===== src/include/cpd_pkg.sv =====
// package for the cpu power-down control block
// What this block does
// - sleep instruction takes at least three execution cycles before low power is entered.
// - entry may stretch when fetch and data access collide or load-use stalls occur.
// - processor is always in exactly one of reset, exception, execution, power-down.
// - power_on_clear_n low places the processor in the reset state.
// - after reset, fetch program_counter and stack_pointer from vectors, then start executing.
// - interrupt pushes program_counter and status_word, fetches service vector, then resumes.
// - sleep instruction with standby_select_bit at 0 enters sleep mode.
// - sleep halts the processor; registers, memory, clock and peripherals keep running.
// - sleep ends on reset, any interrupt or dma address error, via exception processing.
// - sleep instruction with standby_select_bit at 1 enters standby mode.
// - standby stops processor, peripherals and oscillator; registers and memory kept.
// - multiply still running at standby entry leaves mult_acc_high and low undefined.
// - standby ends only on reset or nmi; other interrupts and dma errors ignored.
// - nmi wake from standby waits the oscillator stabilization time before exceptions.
// - standby port pins hold or float as configured; sleep always holds them.
// - power-on reset exception processing begins when power_on_clear_n rises.
package cpd_pkg;
  typedef enum logic [2:0] {
    cpd_reset,
    cpd_exception,
    cpd_execute,
    cpd_sleep,
    cpd_standby,
    cpd_osc_wait
  } cpd_state_t;
  typedef enum logic [2:0] {
    cpd_exc_none,
    cpd_exc_reset_vec,
    cpd_exc_push_pc,
    cpd_exc_push_sr,
    cpd_exc_fetch_vec,
    cpd_exc_branch
  } cpd_exc_step_t;
  localparam int unsigned SLEEP_MIN_CYCLES = 3;
  localparam int unsigned OSC_STAB_TIME_US = 10;
  localparam int unsigned CLOCK_MHZ = 100;
  localparam int unsigned OSC_STAB_CYCLES = OSC_STAB_TIME_US * CLOCK_MHZ;
  localparam logic [3:0] STEP_CNT_RESET = 4'h0;
endpackage


===== src/core/cpd_power_ctrl.sv =====
// processing-state sequencer: reset, exception, execution, sleep and standby
`timescale 1ns/100ps
module cpd_power_ctrl #(
  parameter int unsigned OSC_WAIT_CYCLES = cpd_pkg::OSC_STAB_CYCLES,
  parameter int unsigned SLEEP_CYCLES = cpd_pkg::SLEEP_MIN_CYCLES
) (
  input wire logic clock,
  input wire logic rst,
  input wire logic power_on_clear_n,
  input wire logic sleep_exec,
  input wire logic sleep_stall,
  input wire logic standby_select_bit,
  input wire logic port_hiz_select,
  input wire logic irq_req,
  input wire logic nmi_req,
  input wire logic dma_addr_err,
  input wire logic mult_busy,
  input wire logic bus_ack,
  output logic [2:0] proc_state,
  output logic cpu_halt,
  output logic cpu_run,
  output logic periph_clock_en,
  output logic periph_init,
  output logic osc_enable,
  output logic port_hold,
  output logic port_hiz,
  output logic [2:0] exc_step,
  output logic exc_is_reset,
  output logic mult_acc_invalid
);
  localparam int unsigned CW = $clog2(OSC_WAIT_CYCLES + SLEEP_CYCLES + 2);

  cpd_pkg::cpd_state_t state_q;
  cpd_pkg::cpd_state_t state_d;
  cpd_pkg::cpd_exc_step_t step_q;
  cpd_pkg::cpd_exc_step_t step_d;
  logic clear_q;
  logic entering_q;
  logic entering_d;
  logic standby_req_q;
  logic exc_reset_q;
  logic exc_reset_d;
  logic mult_bad_q;
  logic cnt_load;
  logic [CW-1:0] cnt_value;
  logic cnt_run;
  logic cnt_done;

  // clear_q is reset-loaded to 0, so a pin already high at rst release counts as a rise
  wire clear_rise = !clear_q && power_on_clear_n;
  wire in_reset = !power_on_clear_n;
  wire sleep_wake = irq_req || nmi_req || dma_addr_err;
  wire standby_wake = nmi_req;
  wire start_entry = (state_q == cpd_pkg::cpd_execute) && sleep_exec && !entering_q;
  wire entry_done = entering_q && cnt_done && !sleep_stall;
  wire exc_last = (step_q == cpd_pkg::cpd_exc_branch) && bus_ack;
  wire irq_in_exec = (state_q == cpd_pkg::cpd_execute) && !entering_q && sleep_wake;

  assign cnt_load = start_entry || (state_q == cpd_pkg::cpd_standby && standby_wake);
  assign cnt_value = start_entry ? CW'(SLEEP_CYCLES - 1) : CW'(OSC_WAIT_CYCLES);
  assign cnt_run = entering_q || (state_q == cpd_pkg::cpd_osc_wait);
  assign entering_d = start_entry ? 1'b1 : (entry_done ? 1'b0 : entering_q);

  cpd_counter #(
    .WIDTH(CW)
  ) u_wait (
    .clock(clock),
    .rst(rst),
    .load(cnt_load),
    .load_value(cnt_value),
    .run(cnt_run),
    .done(cnt_done)
  );

  // one state register guarantees exactly one processing state at a time
  always_comb begin
    state_d = state_q;
    exc_reset_d = exc_reset_q;
    if (in_reset) begin
      state_d = cpd_pkg::cpd_reset;
    end else begin
      case (state_q)
        cpd_pkg::cpd_reset: begin
          if (clear_rise) begin
            state_d = cpd_pkg::cpd_exception;
            exc_reset_d = 1'b1;
          end
        end
        cpd_pkg::cpd_exception: begin
          if (exc_last) begin
            state_d = cpd_pkg::cpd_execute;
          end
        end
        cpd_pkg::cpd_execute: begin
          if (entry_done) begin
            state_d = standby_req_q ? cpd_pkg::cpd_standby : cpd_pkg::cpd_sleep;
          end else if (irq_in_exec) begin
            state_d = cpd_pkg::cpd_exception;
            exc_reset_d = 1'b0;
          end
        end
        cpd_pkg::cpd_sleep: begin
          if (sleep_wake) begin
            state_d = cpd_pkg::cpd_exception;
            exc_reset_d = 1'b0;
          end
        end
        cpd_pkg::cpd_standby: begin
          if (standby_wake) begin
            state_d = cpd_pkg::cpd_osc_wait;
          end
        end
        cpd_pkg::cpd_osc_wait: begin
          if (cnt_done) begin
            state_d = cpd_pkg::cpd_exception;
            exc_reset_d = 1'b0;
          end
        end
        default: begin
          state_d = cpd_pkg::cpd_reset;
        end
      endcase
    end
  end

  // exception sequence: reset fetches vectors, interrupts push then fetch
  always_comb begin
    step_d = step_q;
    if (state_d != cpd_pkg::cpd_exception) begin
      step_d = cpd_pkg::cpd_exc_none;
    end else begin
      case (step_q)
        cpd_pkg::cpd_exc_none: begin
          step_d = exc_reset_d ? cpd_pkg::cpd_exc_reset_vec : cpd_pkg::cpd_exc_push_pc;
        end
        cpd_pkg::cpd_exc_reset_vec: begin
          if (bus_ack) begin
            step_d = cpd_pkg::cpd_exc_branch;
          end
        end
        cpd_pkg::cpd_exc_push_pc: begin
          if (bus_ack) begin
            step_d = cpd_pkg::cpd_exc_push_sr;
          end
        end
        cpd_pkg::cpd_exc_push_sr: begin
          if (bus_ack) begin
            step_d = cpd_pkg::cpd_exc_fetch_vec;
          end
        end
        cpd_pkg::cpd_exc_fetch_vec: begin
          if (bus_ack) begin
            step_d = cpd_pkg::cpd_exc_branch;
          end
        end
        cpd_pkg::cpd_exc_branch: begin
          step_d = step_q;
        end
        default: begin
          step_d = cpd_pkg::cpd_exc_none;
        end
      endcase
    end
  end

  always_ff @(posedge clock or posedge rst) begin
    if (rst) begin
      state_q <= cpd_pkg::cpd_reset;
      step_q <= cpd_pkg::cpd_exc_none;
      exc_reset_q <= 1'b0;
      entering_q <= 1'b0;
    end else begin
      state_q <= state_d;
      step_q <= step_d;
      exc_reset_q <= exc_reset_d;
      entering_q <= in_reset ? 1'b0 : entering_d;
    end
  end

  always_ff @(posedge clock or posedge rst) begin
    if (rst) begin
      clear_q <= 1'b0;
      standby_req_q <= 1'b0;
      mult_bad_q <= 1'b0;
    end else begin
      clear_q <= power_on_clear_n;
      if (start_entry) begin
        standby_req_q <= standby_select_bit;
      end
      // multiply cut short by standby leaves the accumulator untrustworthy
      if (in_reset) begin
        mult_bad_q <= 1'b0;
      end else if (entry_done && standby_req_q && mult_busy) begin
        mult_bad_q <= 1'b1;
      end else if (state_q == cpd_pkg::cpd_execute && !entering_q) begin
        mult_bad_q <= 1'b0;
      end
    end
  end

  wire st_sleep = (state_q == cpd_pkg::cpd_sleep);
  wire st_sby = (state_q == cpd_pkg::cpd_standby) || (state_q == cpd_pkg::cpd_osc_wait);

  assign proc_state = state_q;
  assign exc_step = step_q;
  assign exc_is_reset = exc_reset_q;
  assign cpu_run = (state_q == cpd_pkg::cpd_execute) && !entering_q;
  assign cpu_halt = st_sleep || st_sby;
  assign periph_clock_en = !st_sby;
  assign periph_init = st_sby;
  // oscillator restarts on the edge that leaves standby for cpd_osc_wait so it can settle during the wait
  assign osc_enable = (state_q != cpd_pkg::cpd_standby);
  assign port_hold = st_sleep || (st_sby && !port_hiz_select);
  assign port_hiz = st_sby && port_hiz_select;
  assign mult_acc_invalid = mult_bad_q;
endmodule // cpd_power_ctrl


===== src/core/cpd_counter.sv =====
// down counter used for the sleep entry delay and the oscillator wait
`timescale 1ns/100ps
module cpd_counter #(
  parameter int unsigned WIDTH = 16
) (
  input wire logic clock,
  input wire logic rst,
  input wire logic load,
  input wire logic [WIDTH-1:0] load_value,
  input wire logic run,
  output logic done
);
  logic [WIDTH-1:0] count_q;
  logic [WIDTH-1:0] count_d;
  assign count_d = load ? load_value :
                   (run && count_q != '0) ? count_q - 1'b1 : count_q;
  assign done = (count_q == '0) && !load;
  always_ff @(posedge clock or posedge rst) begin
    if (rst) begin
      count_q <= '0;
    end else begin
      count_q <= count_d;
    end
  end
endmodule // cpd_counter


===== config.mk =====
export PLATFORM = sky130hd
export DESIGN_NAME = cpd_power_ctrl
export DESIGN_NICKNAME = d
export VERILOG_FILES = /design/src/include/cpd_pkg.sv /design/src/core/cpd_power_ctrl.sv /design/src/core/cpd_counter.sv
export SDC_FILE = /design/constraint.sdc
export NUM_CORES = 1
export LEC_CHECK = 0
export ABC_AREA = 1
export BUFFER_PORTS_ARGS = -buffer_cell sky130_fd_sc_hd__buf_2
export CAP_MARGIN = 40
export CORE_UTILIZATION = 25
export DETAILED_ROUTE_END_ITERATION = 12
export GPL_TIMING_DRIVEN = 1
export PLACE_DENSITY_LB_ADDON = 0.25
export SLEW_MARGIN = 20
export SYNTH_ARGS = -nofsm -noshare
export SYNTH_HDL_FRONTEND = slang
export SYNTH_HIERARCHICAL = 1
export SYNTH_SLANG_ARGS = --single-unit

===== constraint.sdc =====
create_clock -name clock -period 2.4 [get_ports clock]
set_input_delay 0.12 -clock clock [delete_from_list [all_inputs] [get_ports clock]]
set_output_delay 0.12 -clock clock [all_outputs]
set_load 0.01 [all_outputs]

==> flow_summary.json <==
{
  "r2r-start": "proc_state[1]",
  "antenna_found_initial": 0,
  "num_antenna_cells": 0,
  "tns_ps": 0,
  "synthCells": 234,
  "hold_violations": 0,
  "path_max_fanout": 7,
  "cts_tree": "yes",
  "grt_use_total_pct": 12.8,
  "die_x_um": 82.0,
  "syn_avg_cell_area_um2": 6.83,
  "num_vias": 1499,
  "grt-ovfl-total": 0,
  "hold_start": "power_on_clear_n",
  "initial_core_util_pct": 26.4,
  "row_count": 28,
  "cpMostUsedCell": "nand2_1",
  "port_buffers": 26,
  "synth_top_area_share_pct": 32.9,
  "clockBufferDepth": 2,
  "hold_path_class": "input pin to flip-flop",
  "syn_to_final_growth_pct": 19.2,
  "setup_viol": 0,
  "post_dp_cell_area_um2": 1850,
  "clock.fmax_ghz": 0.471,
  "drv_slew": 0,
  "ys_seq_elements": 21,
  "crit_required_ps": 2610,
  "min_to": "clear_q",
  "numPlacedInstances": 339,
  "ant_nets": 0,
  "routed_via_density": 4.36,
  "power.density_nw_per_um2": 497,
  "rsz0062_at_grt": "no",
  "postCtsSetupRepairBufs": 0,
  "cp_top_family": "simple AND/OR/NAND/NOR gates",
  "synthesis.area_um2": 1600,
  "route.detailed.drc": 0,
  "maxCapViolations": 0,
  "cp_data_arrival_time_ps": 2330,
  "final_cell_mix": "nand2_1, nor2_1, buf_2",
  "crit-reg2reg-capture": "exc_step[2]",
  "fill_cells": 669,
  "layout.nets": 283,
  "die_height_um": 82.0,
  "critPathCaptureType": "flip-flop",
  "r2r_cells": 17,
  "clk_pin_slew_worst_paths_ps": 80,
  "cp.buffers_inverters": 1,
  "synth.distinct_cells": 31,
  "place_hpwl_um": 3040,
  "outcome": "finished clean",
  "ys_top_cells_by_area": "dfrtp_1, nand2_1, nand3_1",
  "grt_pass1_vias": 1372,
  "finalInstanceArea_um2": 1910,
  "boundaryPins": 27,
  "clock-skew-final_ps": 2.57,
  "rrSetupSlack_ps": 280,
  "place_congestion": 0.807,
  "die_area_um2": 6720,
  "cp_cell_sequence": "nand3b_4, nor2_1, nand2_1, nand2_1, nor2_1, nand3_4, inv_2, nand2_1, nor2_1, nor2_1, nand2_1, nand2_1, nand2_1, nand2_2, nor2_4, nand3_1, nand2_1",
  "grt_max_degree": 13,
  "critPathKind": "flip-flop to flip-flop",
  "ir_worst_vdd_uv": 192,
  "timing.final.crit_share_pct": 88.4,
  "root_buffer": "clkbuf_8",
  "fin_cells": 344,
  "synth_top_area_cell": "dfrtp_1",
  "drtIter0Drc": 94,
  "htreeDepth": 1,
  "totalWireLength_um": 3890,
  "cts_sinks": 21,
  "clock_latency_ps": 260,
  "crit_slowest_cell": "dfrtp_2",
  "coreArea_um2": 6060,
  "drt_first_pass_iters": 5,
  "synth_warnings": 6,
  "period_minus_slack_ps": 2120,
  "wl_per_cell_um": 11.3,
  "cts_inserted_buffers": 3,
  "seq_area_frac_synth_pct": 32.9,
  "p_leak_nw": 1.04,
  "cpPeakStageDelay_ps": 480,
  "drive_gt1_share_pct": 23.8,
  "worst_setup_path_start_kind": "flip-flop",
  "grt_pass1_wl_um": 6530,
  "final_common_cell": "nand2_1",
  "worstHoldPathCells": 1
}
repair_timing:
action | 4_1_cts | 5_1_grt
resized for setup | 0 | 3
setup endpoints to repair | 0 | 3
endpoints found under the hold margin | 21 | 0
hold buffers | 1 | 0
metrics by stage:
stage               utilization, %  worst slack [ps]  hold slack, ps  power [mW]
finish                        31.4               277            27.7       0.946
global route                  31.4              42.5            20.1        1.03
CTS                           31.4               161            21.7       0.960
detailed placement            30.5               193             162       0.706
global placement              30.5               177             156       0.706
floorplan                        -              74.4           -39.8       0.637
worst max-delay path by stage:
stage / start / endpoint / slack (ps) / cells after the start
6_report: proc_state[1] / exc_step[2] / 280 / 17
5_1_grt: proc_state[1] / exc_step[2] / 40 / 17
4_1_cts: proc_state[1] / exc_step[2] / 160 / 16
3_5_place_dp: proc_state[1] / exc_step[2] / 190 / 16
3_3_place_gp: proc_state[1] / exc_step[0] / 180 / 16
2_1_floorplan: proc_state[2] / exc_step[1] / 70 / 18
registers in the layout (all words and copies together) (netlist names):
name              cells
proc_state            3
standby_req_q         1
entering_q            1
exc_is_reset          1
u_wait/count_q       10
exc_step              3
clear_q               1
mult_acc_invalid      1
logic make-up (layout without fill, tap and decap cells):
family	after synthesis	after routing	share of synthesized area (%)
multiplexers	1	1	0.626
other	1	3	0.235
XOR/XNOR	1	1	0.548
adder cells (fa/ha/maj)	1	1	0.782
AND/OR/NAND/NOR	153	153	48.4
buffers and inverters	33	66	8.61
flip-flops	21	21	32.9
AO/OA/AOI/OAI	23	23	7.98
final cells by class:
| type | instances | area [µm²] | share of cell area, % |
|---|---|---|---|
| inverters | 30 | 118 | 6.17 |
| well taps | 75 | 93.8 | 4.92 |
| flip-flops and latches | 21 | 528 | 27.7 |
| multi-input cells | 182 | 943 | 49.5 |
| clock buffers | 4 | 45.0 | 2.36 |
| repair buffers | 32 | 178 | 9.32 |
power by group:
part	internal, mW	leakage [nW]	switching [mW]
sequential	0.384	0.271	0.0370
combinational	0.111	0.744	0.169
clock	0.118	0.0228	0.126
routing by layer:
metal  vias up  global-route usage, %  routed length [µm]
met5         -                      0                   0
met4         0                   3.68                  35
met3         2                   1.67                  72
met2        19                   18.5                1690
met1       663                   19.4                2100
li1        815                      -                   -
Yosys cell counts:
| master | count |
|---|---|
| dfrtp_1 | 21 |
| nand2_2 | 5 |
| mux2i_1 | 1 |
| nand2_4 | 1 |
| nor2_2 | 2 |
| conb_1 | 1 |
| nand3b_1 | 3 |
| nand3_4 | 2 |
| o21ai_0 | 12 |
| inv_1 | 26 |
| a21oi_1 | 7 |
| nor3_1 | 2 |
| nand3_1 | 23 |
| buf_2 | 1 |
| nor2_4 | 5 |
| o21ai_2 | 2 |
| xor2_1 | 1 |
| inv_6 | 1 |
| o21bai_1 | 1 |
| o211ai_1 | 1 |
| or2_2 | 1 |
| nand2_8 | 1 |
| nand3b_4 | 1 |
| nor2_1 | 30 |
| buf_4 | 2 |
| and2_1 | 1 |
| nand3_2 | 3 |
| nand2_1 | 69 |
| nand4_1 | 4 |
| inv_2 | 3 |
| ha_1 | 1 |
worst register-to-register path, delay by kind of cell, from the launching register on:
kind,cells,cell delay (ps)
AND/OR/NAND/NOR,16,1480
buffers and inverters,1,120
flip-flops,1,480
Power figures use the tool's default switching activity.
